[config.mk]
export PLATFORM = sky130hd
export DESIGN_NAME = tmr_top
export DESIGN_NICKNAME = d
export VERILOG_FILES = /design/src/design/tmr_pkg.sv /design/src/design/tmr_prescale.sv /design/src/design/tmr_sync.sv /design/src/design/tmr_top.sv
export SDC_FILE = /design/constraint.sdc
export NUM_CORES = 1
export LEC_CHECK = 0
export ABC_AREA = 1
export BUFFER_PORTS_ARGS = -buffer_cell sky130_fd_sc_hd__buf_2
export CAP_MARGIN = 20
export CORE_MARGIN = 3
export CORE_UTILIZATION = 40
export DETAILED_ROUTE_END_ITERATION = 10
export PLACE_DENSITY = 0.63
export RECOVER_POWER = 100
export SLEW_MARGIN = 10
export SYNTH_ARGS = -nofsm -noshare
export SYNTH_HDL_FRONTEND = slang
export SYNTH_SLANG_ARGS = --single-unit
[constraint.sdc]
create_clock -name clk_sys -period 5.9 [get_ports clk_sys]
set_clock_uncertainty 0.05 [all_clocks]
set_input_delay 0.885 -clock clk_sys [delete_from_list [all_inputs] [get_ports clk_sys]]
set_output_delay 0.885 -clock clk_sys [all_outputs]
set_load 0.01 [all_outputs]
[src/design/tmr_pkg.sv]
// Shared constants, types and register map of the 8-bit timer
package tmr_pkg;
	// Register byte offsets on the bus (one aligned word each)
	localparam logic [4:0] OFS_CTRL_A = 5'h00;
	localparam logic [4:0] OFS_CTRL_B = 5'h04;
	localparam logic [4:0] OFS_COUNT  = 5'h08;
	localparam logic [4:0] OFS_CMP    = 5'h0c;
	localparam logic [4:0] OFS_FLAG   = 5'h10;
	localparam logic [4:0] OFS_MASK   = 5'h14;
	localparam logic [4:0] OFS_ASYNC  = 5'h18;
	localparam logic [4:0] OFS_PORT   = 5'h1c;
	// Field positions
	localparam int CA_MODE_LSB  = 0;
	localparam int CA_COM_LSB   = 4;
	localparam int CA_FORCE_BIT = 7;
	localparam int CB_CS_LSB    = 0;
	localparam int FLG_OVF_BIT  = 0;
	localparam int FLG_CMP_BIT  = 1;
	localparam int AS_CLK_BIT   = 0;
	localparam int PT_DATA_BIT  = 0;
	localparam int PT_DIR_BIT   = 1;
	// Count extremes and reset values
	localparam logic [7:0] CNT_BOTTOM = 8'h00;
	localparam logic [7:0] CNT_MAX    = 8'hff;
	localparam logic [7:0] RST_BYTE   = 8'h00;
	localparam logic [2:0] CS_STOP    = 3'h0;
	localparam logic [1:0] COM_OFF    = 2'h0;
	localparam logic [1:0] COM_TOGGLE = 2'h1;
	localparam logic [1:0] COM_CLEAR  = 2'h2;
	localparam logic [1:0] COM_SET    = 2'h3;
	localparam int PRE_W = 10;
	// Waveform modes
	typedef enum logic [1:0] {
		TMR_NORMAL = 2'h0,
		TMR_PC_PWM = 2'h1,
		TMR_CTC    = 2'h2,
		TMR_FAST   = 2'h3
	} tmr_mode_t;
	// Classic Wishbone request and answer
	typedef struct packed {
		logic        cyc;
		logic        stb;
		logic        we;
		logic [3:0]  sel;
		logic [4:0]  adr;
		logic [31:0] dat;
	} tmr_wb_req_t;
	typedef struct packed {
		logic        ack;
		logic [31:0] dat;
	} tmr_wb_rsp_t;
endpackage : tmr_pkg

[src/design/tmr_prescale.sv]
// Clock select and prescaler producing the one-cycle timer tick
`timescale 1ns/10ps
`default_nettype none
module tmr_prescale #(
	parameter int PRE_W = tmr_pkg::PRE_W
) (
	input  wire logic       clk_sys,
	input  wire logic       rst,
	input  wire logic       use_xtal,
	input  wire logic       xtal_lvl,
	input  wire logic [2:0] clk_sel,
	output var  logic       tick
);
	logic             xtal_d_r;
	logic             src_tick;
	logic [PRE_W-1:0] pre_r;

	// Tap hit for each divisor: 1, 8, 32, 64, 128, 256, 1024
	function automatic logic tap_hit(input logic [PRE_W-1:0] c, input logic [2:0] s);
		logic [PRE_W-1:0] m;
		m = '0;
		unique case (s)
			3'h1: m = '0;
			3'h2: m = PRE_W'(10'h007);
			3'h3: m = PRE_W'(10'h01f);
			3'h4: m = PRE_W'(10'h03f);
			3'h5: m = PRE_W'(10'h07f);
			3'h6: m = PRE_W'(10'h0ff);
			3'h7: m = PRE_W'(10'h3ff);
			default: m = '0;
		endcase
		return (c & m) == m;
	endfunction : tap_hit

	// The crystal edge is taken from the synchronised level only
	assign src_tick = use_xtal ? (xtal_lvl & ~xtal_d_r) : 1'b1;

	// Prescaler counts source edges; a stopped select gives no tick
	always_ff @(posedge clk_sys) begin
		if (rst) begin
			xtal_d_r <= 1'b0;
			pre_r    <= '0;
			tick     <= 1'b0;
		end else begin
			xtal_d_r <= xtal_lvl;
			if (src_tick) begin
				pre_r <= PRE_W'(pre_r + 1'b1);
			end
			tick <= src_tick && (clk_sel != tmr_pkg::CS_STOP) && tap_hit(pre_r, clk_sel);
		end
	end
endmodule : tmr_prescale
`default_nettype wire

[src/design/tmr_sync.sv]
// Two-flop synchroniser for a level from outside the clock domain
`timescale 1ns/10ps
`default_nettype none
module tmr_sync (
	input  wire logic clk_sys,
	input  wire logic rst,
	input  wire logic async_in,
	output var  logic sync_out
);
	logic meta_r;

	// First stage feeds only the second stage
	always_ff @(posedge clk_sys) begin
		if (rst) begin
			meta_r   <= 1'b0;
			sync_out <= 1'b0;
		end else begin
			meta_r   <= async_in;
			sync_out <= meta_r;
		end
	end
endmodule : tmr_sync
`default_nettype wire

[src/design/tmr_top.sv]
// What this block does
// Counter and compare value are 8 bits
// Clock select zero stops the counter
// Async select switches source to crystal
// Each tick clears, increments or decrements
// CPU counter write beats count or clear
// Counter readable and writable when stopped
// Mode bits pick sequence and overflow rule
// Equality sets compare flag next tick
// Enabled flag requests interrupt; ack clears
// Compare double buffered in PWM modes
// CPU reaches buffer in PWM, else direct
// Force strobe acts on output, no flag
// Counter write blocks next tick's match
// Writing counter equal compare misses match
// Output state survives mode changes
// Output mode changes act immediately
// Bottom 0x00, max 0xff, top per mode
// Requests shown in flags, masked individually
// Software sets output before pin direction
// Normal mode wraps up, overflow at zero
// CTC mode clears counter on match
// Fast PWM single slope, set/clear output
// Mode zero no action; nonzero overrides port
// Phase-correct PWM counts up then down
`timescale 1ns/10ps
`default_nettype none
module tmr_top (
	input  wire logic                clk_sys,
	input  wire logic                rst,
	input  wire tmr_pkg::tmr_wb_req_t wb_req,
	output tmr_pkg::tmr_wb_rsp_t     wb_rsp,
	input  wire logic                crystal_pin_in,
	input  wire logic                irq_ack_ovf,
	input  wire logic                irq_ack_cmp,
	output logic                     irq_ovf,
	output logic                     irq_cmp,
	output logic                     compare_output_o,
	output logic                     compare_output_oe
);
	logic [1:0] mode_r;
	logic [1:0] com_r;
	logic [2:0] cs_r;
	logic       xsel_r;
	logic       ovf_en_r;
	logic       cmp_en_r;
	logic       port_dat_r;
	logic       port_dir_r;
	logic [7:0] cnt_r;
	logic [7:0] cnt_nxt;
	logic       dir_r;
	logic       dir_nxt;
	logic [7:0] ocr_r;
	logic [7:0] obuf_r;
	logic       block_r;
	logic       ovf_flg_r;
	logic       cmp_flg_r;
	logic       wave_r;
	logic       xtal_lvl;
	logic       tick;
	logic       acc;
	logic       wr;
	logic       wr_ca;
	logic       cnt_wr;
	logic       cmp_wr;
	logic       flg_wr;
	logic [7:0] wdat;
	logic       pwm;
	logic       eq;
	logic       match_evt;
	logic       top_evt;
	logic       ovf_evt;
	logic       force_evt;
	logic [7:0] rd_byte;

	// Non-PWM modes are normal and CTC
	function automatic logic is_pwm(input logic [1:0] m);
		return (m == tmr_pkg::TMR_PC_PWM) || (m == tmr_pkg::TMR_FAST);
	endfunction : is_pwm

	tmr_sync u_sync (
		.clk_sys  (clk_sys),
		.rst      (rst),
		.async_in (crystal_pin_in),
		.sync_out (xtal_lvl)
	);

	tmr_prescale u_pre (
		.clk_sys  (clk_sys),
		.rst      (rst),
		.use_xtal (xsel_r),
		.xtal_lvl (xtal_lvl),
		.clk_sel  (cs_r),
		.tick     (tick)
	);

	// Bus decode; a write lands only at the edge where the master samples ack
	assign acc    = wb_req.cyc & wb_req.stb & ~wb_rsp.ack;
	assign wr     = wb_req.cyc & wb_req.stb & wb_rsp.ack & wb_req.we & wb_req.sel[0];
	assign wdat   = wb_req.dat[7:0];
	assign wr_ca  = wr && (wb_req.adr == tmr_pkg::OFS_CTRL_A);
	assign cnt_wr = wr && (wb_req.adr == tmr_pkg::OFS_COUNT);
	assign cmp_wr = wr && (wb_req.adr == tmr_pkg::OFS_CMP);
	assign flg_wr = wr && (wb_req.adr == tmr_pkg::OFS_FLAG);

	// Comparator runs every cycle; match and top events only on a tick
	assign pwm       = is_pwm(mode_r);
	assign eq        = (cnt_r == ocr_r);
	assign match_evt = tick & eq & ~block_r & ~cnt_wr;
	assign top_evt   = tick & ~cnt_wr & (cnt_r == tmr_pkg::CNT_MAX) & ~dir_r;
	assign force_evt = wr_ca & wdat[tmr_pkg::CA_FORCE_BIT] & ~is_pwm(wdat[1:0]);

	// Overflow condition depends on the mode
	always_comb begin
		ovf_evt = 1'b0;
		if (tick && !cnt_wr) begin
			if (mode_r == tmr_pkg::TMR_PC_PWM) begin
				ovf_evt = dir_r && (cnt_r == tmr_pkg::CNT_BOTTOM);
			end else begin
				ovf_evt = (cnt_r == tmr_pkg::CNT_MAX);
			end
		end
	end

	// Counter sequence; a CPU write wins over any count
	always_comb begin
		cnt_nxt = cnt_r;
		dir_nxt = dir_r;
		if (cnt_wr) begin
			cnt_nxt = wdat;
		end else if (tick) begin
			unique case (mode_r)
				tmr_pkg::TMR_CTC: begin
					cnt_nxt = match_evt ? tmr_pkg::CNT_BOTTOM : 8'(cnt_r + 8'h01);
				end
				tmr_pkg::TMR_PC_PWM: begin
					if (!dir_r) begin
						if (cnt_r == tmr_pkg::CNT_MAX) begin
							dir_nxt = 1'b1;
							cnt_nxt = 8'(cnt_r - 8'h01);
						end else begin
							cnt_nxt = 8'(cnt_r + 8'h01);
						end
					end else if (cnt_r == tmr_pkg::CNT_BOTTOM) begin
						dir_nxt = 1'b0;
						cnt_nxt = 8'(cnt_r + 8'h01);
					end else begin
						cnt_nxt = 8'(cnt_r - 8'h01);
					end
				end
				default: begin
					cnt_nxt = 8'(cnt_r + 8'h01);
				end
			endcase
		end
		if (mode_r != tmr_pkg::TMR_PC_PWM) begin
			dir_nxt = 1'b0;
		end
	end

	// Counter, direction and match blocking
	always_ff @(posedge clk_sys) begin
		if (rst) begin
			cnt_r   <= tmr_pkg::RST_BYTE;
			dir_r   <= 1'b0;
			block_r <= 1'b0;
		end else begin
			cnt_r <= cnt_nxt;
			dir_r <= dir_nxt;
			// Held even while stopped, so it blocks the first tick
			if (cnt_wr) begin
				block_r <= 1'b1;
			end else if (tick) begin
				block_r <= 1'b0;
			end
		end
	end

	// Control registers written by software
	always_ff @(posedge clk_sys) begin
		if (rst) begin
			mode_r     <= tmr_pkg::TMR_NORMAL;
			com_r      <= tmr_pkg::COM_OFF;
			cs_r       <= tmr_pkg::CS_STOP;
			xsel_r     <= 1'b0;
			ovf_en_r   <= 1'b0;
			cmp_en_r   <= 1'b0;
			port_dat_r <= 1'b0;
			port_dir_r <= 1'b0;
		end else if (wr) begin
			unique case (wb_req.adr)
				tmr_pkg::OFS_CTRL_A: begin
					mode_r <= wdat[tmr_pkg::CA_MODE_LSB +: 2];
					com_r  <= wdat[tmr_pkg::CA_COM_LSB +: 2];
				end
				tmr_pkg::OFS_CTRL_B: cs_r <= wdat[tmr_pkg::CB_CS_LSB +: 3];
				tmr_pkg::OFS_ASYNC: xsel_r <= wdat[tmr_pkg::AS_CLK_BIT];
				tmr_pkg::OFS_MASK: begin
					ovf_en_r <= wdat[tmr_pkg::FLG_OVF_BIT];
					cmp_en_r <= wdat[tmr_pkg::FLG_CMP_BIT];
				end
				tmr_pkg::OFS_PORT: begin
					port_dat_r <= wdat[tmr_pkg::PT_DATA_BIT];
					port_dir_r <= wdat[tmr_pkg::PT_DIR_BIT];
				end
				default: ;
			endcase
		end
	end

	// Compare value and its buffer; PWM loads at top only
	always_ff @(posedge clk_sys) begin
		if (rst) begin
			ocr_r  <= tmr_pkg::RST_BYTE;
			obuf_r <= tmr_pkg::RST_BYTE;
		end else begin
			if (cmp_wr) begin
				obuf_r <= wdat;
			end
			if (!pwm) begin
				if (cmp_wr) begin
					ocr_r <= wdat;
				end
			end else if (top_evt) begin
				ocr_r <= obuf_r;
			end
		end
	end

	// Sticky flags: a set in the clear cycle still lands
	always_ff @(posedge clk_sys) begin
		if (rst) begin
			ovf_flg_r <= 1'b0;
			cmp_flg_r <= 1'b0;
		end else begin
			if (ovf_evt) begin
				ovf_flg_r <= 1'b1;
			end else if (irq_ack_ovf || (flg_wr && wdat[tmr_pkg::FLG_OVF_BIT])) begin
				ovf_flg_r <= 1'b0;
			end
			if (match_evt) begin
				cmp_flg_r <= 1'b1;
			end else if (irq_ack_cmp || (flg_wr && wdat[tmr_pkg::FLG_CMP_BIT])) begin
				cmp_flg_r <= 1'b0;
			end
		end
	end

	// Interrupt requests, each gated by its mask bit
	always_ff @(posedge clk_sys) begin
		if (rst) begin
			irq_ovf <= 1'b0;
			irq_cmp <= 1'b0;
		end else begin
			irq_ovf <= ovf_flg_r & ovf_en_r;
			irq_cmp <= cmp_flg_r & cmp_en_r;
		end
	end

	// Waveform state; never reset by a mode change
	always_ff @(posedge clk_sys) begin
		if (rst) begin
			wave_r <= 1'b0;
		end else if (!pwm) begin
			if (match_evt || force_evt) begin
				// A strobe uses the output mode written with it, which acts at once
				unique case (force_evt ? wdat[tmr_pkg::CA_COM_LSB +: 2] : com_r)
					tmr_pkg::COM_TOGGLE: wave_r <= ~wave_r;
					tmr_pkg::COM_CLEAR: wave_r <= 1'b0;
					tmr_pkg::COM_SET: wave_r <= 1'b1;
					default: ;
				endcase
			end
		end else if (mode_r == tmr_pkg::TMR_FAST) begin
			// Bottom wins at max so a full compare gives a steady level
			if (top_evt && com_r[1]) begin
				wave_r <= ~com_r[0];
			end else if (match_evt && com_r[1]) begin
				wave_r <= com_r[0];
			end
		end else if (match_evt && com_r[1]) begin
			wave_r <= com_r[0] ^ dir_r;
		end
	end

	// Pin: mode bits override the port data; direction stays with software
	always_ff @(posedge clk_sys) begin
		if (rst) begin
			compare_output_o  <= 1'b0;
			compare_output_oe <= 1'b0;
		end else begin
			compare_output_o  <= (com_r != tmr_pkg::COM_OFF) ? wave_r : port_dat_r;
			compare_output_oe <= port_dir_r;
		end
	end

	// Read mux; force strobe reads as zero
	always_comb begin
		rd_byte = 8'h00;
		unique case (wb_req.adr)
			tmr_pkg::OFS_CTRL_A: rd_byte = {2'h0, com_r, 2'h0, mode_r};
			tmr_pkg::OFS_CTRL_B: rd_byte = {5'h00, cs_r};
			tmr_pkg::OFS_COUNT: rd_byte = cnt_r;
			tmr_pkg::OFS_CMP: rd_byte = pwm ? obuf_r : ocr_r;
			tmr_pkg::OFS_FLAG: rd_byte = {6'h00, cmp_flg_r, ovf_flg_r};
			tmr_pkg::OFS_MASK: rd_byte = {6'h00, cmp_en_r, ovf_en_r};
			tmr_pkg::OFS_ASYNC: rd_byte = {7'h00, xsel_r};
			tmr_pkg::OFS_PORT: rd_byte = {6'h00, port_dir_r, port_dat_r};
			default: rd_byte = 8'h00;
		endcase
	end

	// Bus answer: ack one cycle after the request, then dropped
	always_ff @(posedge clk_sys) begin
		if (rst) begin
			wb_rsp <= '0;
		end else begin
			wb_rsp.ack <= acc;
			wb_rsp.dat <= acc ? {24'h000000, rd_byte} : 32'h00000000;
		end
	end

	a_stop_no_count: assert property (@(posedge clk_sys) disable iff (rst)
		(cs_r == tmr_pkg::CS_STOP) ##1 (cs_r == tmr_pkg::CS_STOP) |-> !tick)
		else $error("tick while clock select is zero");
	a_write_wins: assert property (@(posedge clk_sys) disable iff (rst)
		cnt_wr |=> (cnt_r == $past(wdat)))
		else $error("counter write lost");
	a_match_flag: assert property (@(posedge clk_sys) disable iff (rst)
		match_evt |=> cmp_flg_r)
		else $error("compare flag not set after match");
	// Check-only copy of the blocking window, so the flag outcome is watched
	logic wr_seen_r;
	always_ff @(posedge clk_sys) begin
		if (rst) begin
			wr_seen_r <= 1'b0;
		end else if (cnt_wr) begin
			wr_seen_r <= 1'b1;
		end else if (tick) begin
			wr_seen_r <= 1'b0;
		end
	end
	a_block_after: assert property (@(posedge clk_sys) disable iff (rst)
		wr_seen_r && tick && !cnt_wr |=> !$rose(cmp_flg_r))
		else $error("match not blocked after counter write");
	a_ctc_clear: assert property (@(posedge clk_sys) disable iff (rst)
		(mode_r == tmr_pkg::TMR_CTC) && match_evt |=> (cnt_r == tmr_pkg::CNT_BOTTOM))
		else $error("ctc counter not cleared");
	a_normal_wrap: assert property (@(posedge clk_sys) disable iff (rst)
		(mode_r == tmr_pkg::TMR_NORMAL) && tick && !cnt_wr && (cnt_r == 8'hff)
		|=> (cnt_r == 8'h00) && ovf_flg_r)
		else $error("normal wrap or overflow flag wrong");
	a_force_no_flag: assert property (@(posedge clk_sys) disable iff (rst)
		force_evt && !match_evt && !cmp_flg_r |=> !cmp_flg_r)
		else $error("force strobe set compare flag");
	a_buffer_hold: assert property (@(posedge clk_sys) disable iff (rst)
		pwm && !top_evt && $stable(mode_r) |=> $stable(ocr_r))
		else $error("compare changed off top in pwm");
	a_pin_override: assert property (@(posedge clk_sys) disable iff (rst)
		(com_r != tmr_pkg::COM_OFF) |=> (compare_output_o == $past(wave_r)))
		else $error("pin not overridden by waveform");
endmodule : tmr_top
`default_nettype wire

## Word level (Yosys, flattened, before mapping)

Index checks and enable logic that the tools add are counted.

- $mul: 0
- Divide/modulo/power cells: 0
- Eq/ne operators: 28
- Reduce and logical (&&, ||, !) cells: 38
- Shifts and indexed selects: 0
- Magnitude comparators: 0
- Mux-type cells: 35
- Bitwise logic cells: 27
- Add/sub/neg operators: 3

Operators by type and width:

| kind | number |
|---|---|
| 8-bit two-way mux | 10 |
| 8-bit case mux with 8 select lines | 1 |
| 10-bit case mux with 6 select lines | 1 |
| 5-bit equality test (second input constant) | 4 |
| 1-bit two-way mux | 19 |
| 1-bit AND | 16 |
| 8-bit case mux with 2 select lines | 1 |
| 3-bit equality test (second input constant) | 4 |
| 1-bit logical AND | 12 |
| 2-bit AND reduction | 6 |
| 2-bit nonzero test | 6 |
| 10-bit by 1-bit adder with 10-bit output (second input constant) | 1 |
| 10-bit AND | 1 |
| 10-bit equality test | 1 |
| 2-bit equality test (second input constant) | 5 |
| 5-bit by 4-bit equality test with 1-bit output (second input constant) | 2 |
| 10-bit two-way mux | 1 |
| 1-bit inverter | 9 |
| 8-bit by 1-bit adder with 8-bit output (second input constant) | 1 |
| 8-bit equality test | 1 |
| 8-bit equality test (second input constant) | 1 |
| 8-bit zero test | 1 |
| 8-bit by 1-bit subtractor with 8-bit output (second input constant) | 1 |
| 2-bit by 1-bit equality test with 1-bit output (second input constant) | 3 |
| 15 further kinds | 23 |

- Memory bits (read-only): 0
- Memories: 0
- Input port bits: 49
- Output and inout port bits: 37
- Word-level logic and storage cells: 159
- Latch bits: 0
- Bits in writable memories: 0
- Register bits: 92

## Depth between registers and ports, before layout

- Depth after elaboration: 13
- Depth in mapped cells: 15
- Gate-level depth less buffers: 15

## Hierarchy

A second synthesis with hierarchy kept.

- Cell total of the unflattened synthesis: 606
- Area total of the unflattened synthesis: 4067.7 um2

By module, submodules not included:

| module | sequential area each (um2) | instances | cells an instance | area an instance (um2) |
|---|---|---|---|---|
| tmr_top | 1081.0 | 1 | 502 | 3379.5 |
| tmr_prescale | 240.2 | 1 | 98 | 633.1 |
| tmr_sync | 40.0 | 1 | 6 | 55.1 |

## Worst setup path after synthesis

Ideal clock, no wire load.

- Kind: input-to-reg
- From: in wb_req[33] (netlist name)
- To: reg wave_r
- Data required time: 5.739 ns
- Buffers on the path: 1
- Stages on the path: 14
- Data arrival time: 2.358 ns
- Slack: 3.380 ns
- Library setup time: 0.111 ns
- Cell sequence: nor2_4 > nand4_2 > nor2_2 > buf_4 > nand4_1 > nand2_1 > inv_1 > ha_1 > o21ai_1 > nand2_1 > nand2_1 > nand2_1 > nand2_1 > nor2_1

- Word-level cells in the longest chain between the ends: 10
- Elaborated cells between the ends (all ways): 28
- Classes of those cells: eq/ne: 6; mux: 6; bitwise: 7; reduce/logical: 9

Ends and longest elaborated chain:

| what | line | RTL |
|---|---|---|
| start, declared | tmr_top.sv:31 | `input wire tmr_pkg::tmr_wb_req_t wb_req,` |
| parallel branches: the longest is 10 deep, another holds 5-bit zero test | -- |  |
| end signal, assigned | tmr_top.sv:268 | `tmr_pkg::COM_TOGGLE: wave_r <= ~wave_r;` |
| end signal, assigned | tmr_top.sv:277 | `wave_r <= ~com_r[0];` |
| end signal, assigned | tmr_top.sv:279 | `wave_r <= com_r[0];` |
| end, declared | tmr_top.sv:58 | `logic wave_r;` |

Several ways; the timed one is not identified. The select of a mux whose other input is x is not followed.
A chain may end at the register's enable or synchronous reset.

## Worst setup path in the final report

- From: in wb_req[43] (netlist name)
- To: reg ocr_r[1]

- Word-level cells in the longest chain between the ends: 11
- Elaborated cells between the ends (all ways): 13
- Classes of those cells: eq/ne: 1; bitwise: 8; reduce/logical: 4

Ends and longest elaborated chain:

| what | line | RTL |
|---|---|---|
| 1-bit AND * (4 in a row) | tmr_top.sv:99 | `assign wr = wb_req.cyc & wb_req.stb & wb_rsp.ack & wb_req.we & wb_req.sel[0];` |
| 1-bit logical AND | tmr_top.sv:102 | `assign cnt_wr = wr && (wb_req.adr == tmr_pkg::OFS_COUNT);` |
| 1-bit inverter (no source line) | -- |  |
| 1-bit AND (3 in a row) | tmr_top.sv:110 | `assign top_evt = tick & ~cnt_wr & (cnt_r == tmr_pkg::CNT_MAX) & ~dir_r;` |
| 2-bit by 1-bit != test with 1-bit output (no source line) | -- |  |
| 2-bit AND reduction (no source line) * | -- |  |
| end signal, assigned | tmr_top.sv:214 | `ocr_r <= tmr_pkg::RST_BYTE;` |
| end signal, assigned | tmr_top.sv:222 | `ocr_r <= wdat;` |
| end signal, assigned | tmr_top.sv:225 | `ocr_r <= obuf_r;` |
| end, declared | tmr_top.sv:53 | `logic [7:0] ocr_r;` |

Mark *: on every way between the ends. The rest lies on a longest branch, timed or not.

==> results <==
- The flow ran to the end, and the final reports show no timing, DRC or antenna violations.
- Setup repair after global routing left no endpoint under its margin.
- The multi-input combinational cells in the finished layout cover a total of 2010 µm².
- The final count of negative-setup-slack endpoints is 0.
- The Yosys step of the flow raised 0 warnings.
- The logic depth of the worst register-to-register path is 8.
- Measured along the y axis, the die boundary spans 105 µm.
- Dividing total power by cell area gives a power density of ~200 nW/µm².
- After detailed routing, the total wire length is a little under 10000 µm.
- The post-synthesis sequential area ratio is 0.349.
- The number of global-route vias before repair was 3300.
- The cell area that synthesis handed to floorplanning was ~3900 µm².
- Overall power consumption after layout is estimated at 861 µW.
- The biggest area consumer among synthesized cells is dfxtp_1.
- The endpoint required time on the critical path is 6.09 ns.
- The highest cell delay on the worst timing path is just over 0.8 ns.
- The post-layout worst setup margin is 2.24 ns.
- The congestion estimate from routability-driven global placement came to 0.909.
- The count of flip-flops with a built-in enable after synthesis is 0.
- The proportion of layout cells with a drive suffix above 1 is 0.0926.
- TritonCTS built the clock tree.
- The worst setup path is launched from an input pin.
- Counting the fill cells in the layout gives 994.
- Of the total power, registers draw 0.538.
- The number of unique standard cell types used by synthesis is between 40 and 50.
- Of the total power, the share spent switching nets is 0.261.
- The instance count along the most critical hold path is 2.
- The worst vdd rail ir drop is 79.9 µV.
- Ranked by total cell area, the synthesized netlist is headed by dfxtp_1 35%, nand2_1 10%, inv_1 7.2%.
- Timing would allow up to 273 MHz.
- Buffers inserted during clock tree synthesis total 9.
- The critical path capture point type is a register.
- The first global-routing pass estimated approximately 16000 µm of wire.
- The depth of the CTS H-tree is 3.
- The area used by sequential logic in the layout is between 1000 and 1500 µm².
- Adding up every negative setup slack in the final design gives 0 ns.
- The worst-case clock buffer depth is 2.
- Of all flip-flops after synthesis, the portion carrying an async set or reset was 0.
- The final critical-path required period is 3.66 ns.
- In the finished design, the share of the clock period the worst path needs comes to 0.621.
- The number of nets with antenna violations after detailed routing is 0.
- The clock-pin transition on the worst setup and hold timing paths is around 0.08 ns.
- The critical path is of the in -> reg type.
- The number of nets in the finished design is between 600 and 700.
- The kind of cell with the highest combined delay along the critical path is simple AND/OR/NAND/NOR gates.
- Buffers placed on the I/O ports in this run total 34.
- The detailed placement HPWL is 7270 µm.
- The tree built by TritonCTS fans out to 68 sinks.
- Traced cell by cell, the critical path runs through buf_2 -> nand2_1 -> inv_1 -> nand2_1 -> nor2_1 -> nor2_1 -> nand3_1 -> o21ai_0 -> clkinvlp_2 -> o21ai_0 -> a21oi_1.
- The number of top-level pins is 86.
- The total global routing overflow is 0.
- The DRC violation count after routing is 0.
- The flip-flop and latch count after synthesis is 68.
- Averaged over all synthesized cells, the footprint is about 7.0 µm².
- The DRC violation total after the first TritonRoute iteration is 242.
- The combined global-route utilization of all metal layers is 0.184.
- The total of cells resized after clock tree synthesis is 0.
- From synthesis to final layout, the design area changed by 7.18%.
- The number of hold violations in the final report is 0.
- Counting every instance in the synthesized netlist gives 559.
- Along the worst path, the maximum fanout reaches 13.
- The total inserted antenna cells is 0.
- The clock latency on the worst-skew pair is 0.35 ns.
- The count of maximum capacitance violations is 0.
- At the worst endpoint, the arrival time is a little under 4 ns.
- Using the TritonRoute via totals, the vias-per-cell ratio works out to 5.13.
- The initial antenna violation count is 0.
- The hold-fix buffer count after cts is 0.
- The pin count of the biggest net entering global routing is 35.
- The clock tree root buffer cell is clkbuf_8.
- The buffers inserted during post-CTS setup optimization is 0.
- Summed over all cells, the static leakage comes to approximately 0.0018 µW.
- For the pin with the worst max-slew slack, the measured transition is 1.30 ns.
- The highest-delay cell along the critical path is nor2_1.
- Counting buffers and inverters, the worst setup path is 11 cells deep.
- The share of total power dissipated in the clock network is 0.409.
- The share of total power dissipated in combinational logic is 0.053.
- The share of Yosys cell area claimed by the top area cell type is 0.349.
- The pre-antenna-repair detailed-routing pass consisted of 5 iterations.
- The number of max-slew violations in the final report is 0.
- The cell-internal power is 636 µW.
- The critical path contains buffers and inverters numbering 3 combined.
- The die covers 11000 µm².
- The floorplan step set the die width to 105 µm.
- The routed layout has 3706 vias.
- In this run the cell area measured after placement is 4070 µm².
- The post-route standard cell area excluding fillers is 4180 µm².
- The average wire length per cell after detail routing is 13.6 µm.
- After floorplanning, the core was sized to cover 9370 µm².
- The analysis attributes to net switching a power of around 220 µW.
- The placement-stage worst setup slack is 2.84 ns.
- The most used flip-flop cell after synthesis is dfxtp_1.
- The min-delay analysis places its worst path in the category reg -> reg.
- The worst pin sits at a relative slew slack of 0.132.
- The number of cell rows is 35.
- The initial standard-cell utilization of the core is 0.416.
worst register-to-register path, cell delays in order, from the launching register on:
cell and delay (ns):
dfxtp_1 0.39, inv_1 0.10, ha_1 0.27, nor2_1 0.53, inv_1 0.47, o21ai_0 0.77
clkinvlp_2 0.56, o21ai_0 0.27, a21oi_1 0.06
stage by stage:
| step | std cells | hold WS [ns] | util |
|---|---|---|---|
| 5_1_grt | 723 | 0.386 | 0.446 |
| 6_report | 723 | 0.357 | 0.446 |
| 3_3_place_gp | 707 | 0.355 | 0.434 |
| 4_1_cts | 723 | 0.360 | 0.453 |
| 2_1_floorplan | 582 | 0.338 | - |
| 3_5_place_dp | 707 | 0.348 | 0.434 |
Yosys cell counts, types with 2 or more instances:
library cell	number
a21oi_1	54
a311oi_1	2
a31oi_1	4
buf_1	2
buf_2	5
buf_4	25
clkbuf_1	5
dfxtp_1	68
ha_1	9
inv_1	75
inv_2	5
inv_4	2
nand2_1	107
nand2_2	2
nand3_1	19
nand3_2	2
nand3_4	2
nand4_1	6
nand4_2	3
nor2_1	47
nor2_2	3
nor2_4	3
nor2_8	2
nor3_1	15
o211ai_1	2
o21ai_0	40
o21ai_1	10
o21ai_2	2
o221ai_1	4
o22ai_1	10
o31ai_1	2
xor2_1	9
final timing paths:
check                                               from                         end  slack (ns)
worst min register to register  u_sync.meta_r$_SDFF_PP0_  u_sync.sync_out$_SDFF_PP0_        0.36
worst min-delay path            u_sync.meta_r$_SDFF_PP0_  u_sync.sync_out$_SDFF_PP0_        0.36
worst max-delay path                          wb_req[43]       ocr_r[1]$_SDFFE_PP0P_        2.24
worst max register to register    mode_r[1]$_SDFFE_PP0N_       ocr_r[1]$_SDFFE_PP0P_        2.31
power groups by stage:
stage | clock [µW] | combinational, µW | sequential (µW)
2_1_floorplan | 0 | 39.9 | 474
5_1_grt | 385 | 50.5 | 464
6_report | 352 | 45.2 | 463
3_3_place_gp | 0 | 44.4 | 474
4_1_cts | 358 | 45.8 | 463
3_5_place_dp | 0 | 45.5 | 474
layer usage:
metal / global-route usage / up-vias / part of all wire / routed length (µm)
met1: 0.263 / 1716 / 0.48 / 4730
met4: 0.0769 / 0 / 0.020 / 194
met2: 0.272 / 123 / 0.43 / 4260
li1: - / 1852 / - / -
met5: 0 / - / 0 / 0
met3: 0.0309 / 15 / 0.064 / 624
layout by cell type (no fill, tap or decap), types with 15 or more instances in the layout:
cell / netlist / layout
nand2_1: 107 / 109
inv_1: 75 / 75
dfxtp_1: 68 / 68
a21oi_1: 54 / 54
nor2_1: 47 / 51
o21ai_0: 40 / 48
conb_1: 1 / 24
nand3_1: 19 / 21
buf_2: 5 / 20
nor3_1: 15 / 15
sequential cells by signal (all words and copies together) (netlist names), 2 cells and up:
signal       count
u_pre.pre_r     10
wb_rsp           9
cnt_r            8
obuf_r           8
ocr_r            8
cs_r             3
com_r            2
mode_r           2
kinds of logic (layout without fill, tap and decap cells):
| logic type | count (synthesis) | in the layout | synth area share |
|---|---|---|---|
| flops | 68 | 68 | 0.349 |
| fa+ha+maj | 9 | 9 | 0.0289 |
| xor+xnor | 10 | 10 | 0.0225 |
| compound gates | 137 | 137 | 0.198 |
| simple gates | 213 | 213 | 0.255 |
| buf+inv | 121 | 133 | 0.145 |
| other cells | 1 | 24 | 0.000961 |
area by class of cell:
type | count | share of cell area
inverters | 83 | 0.0754
clock buffers | 10 | 0.0329
clock inverters | 6 | 0.00958
repair buffers | 34 | 0.0365
flip-flops and latches | 68 | 0.326
well taps | 129 | 0.0386
multi-input cells | 393 | 0.481
No activity file was read; power rests on OpenSTA's default activity.
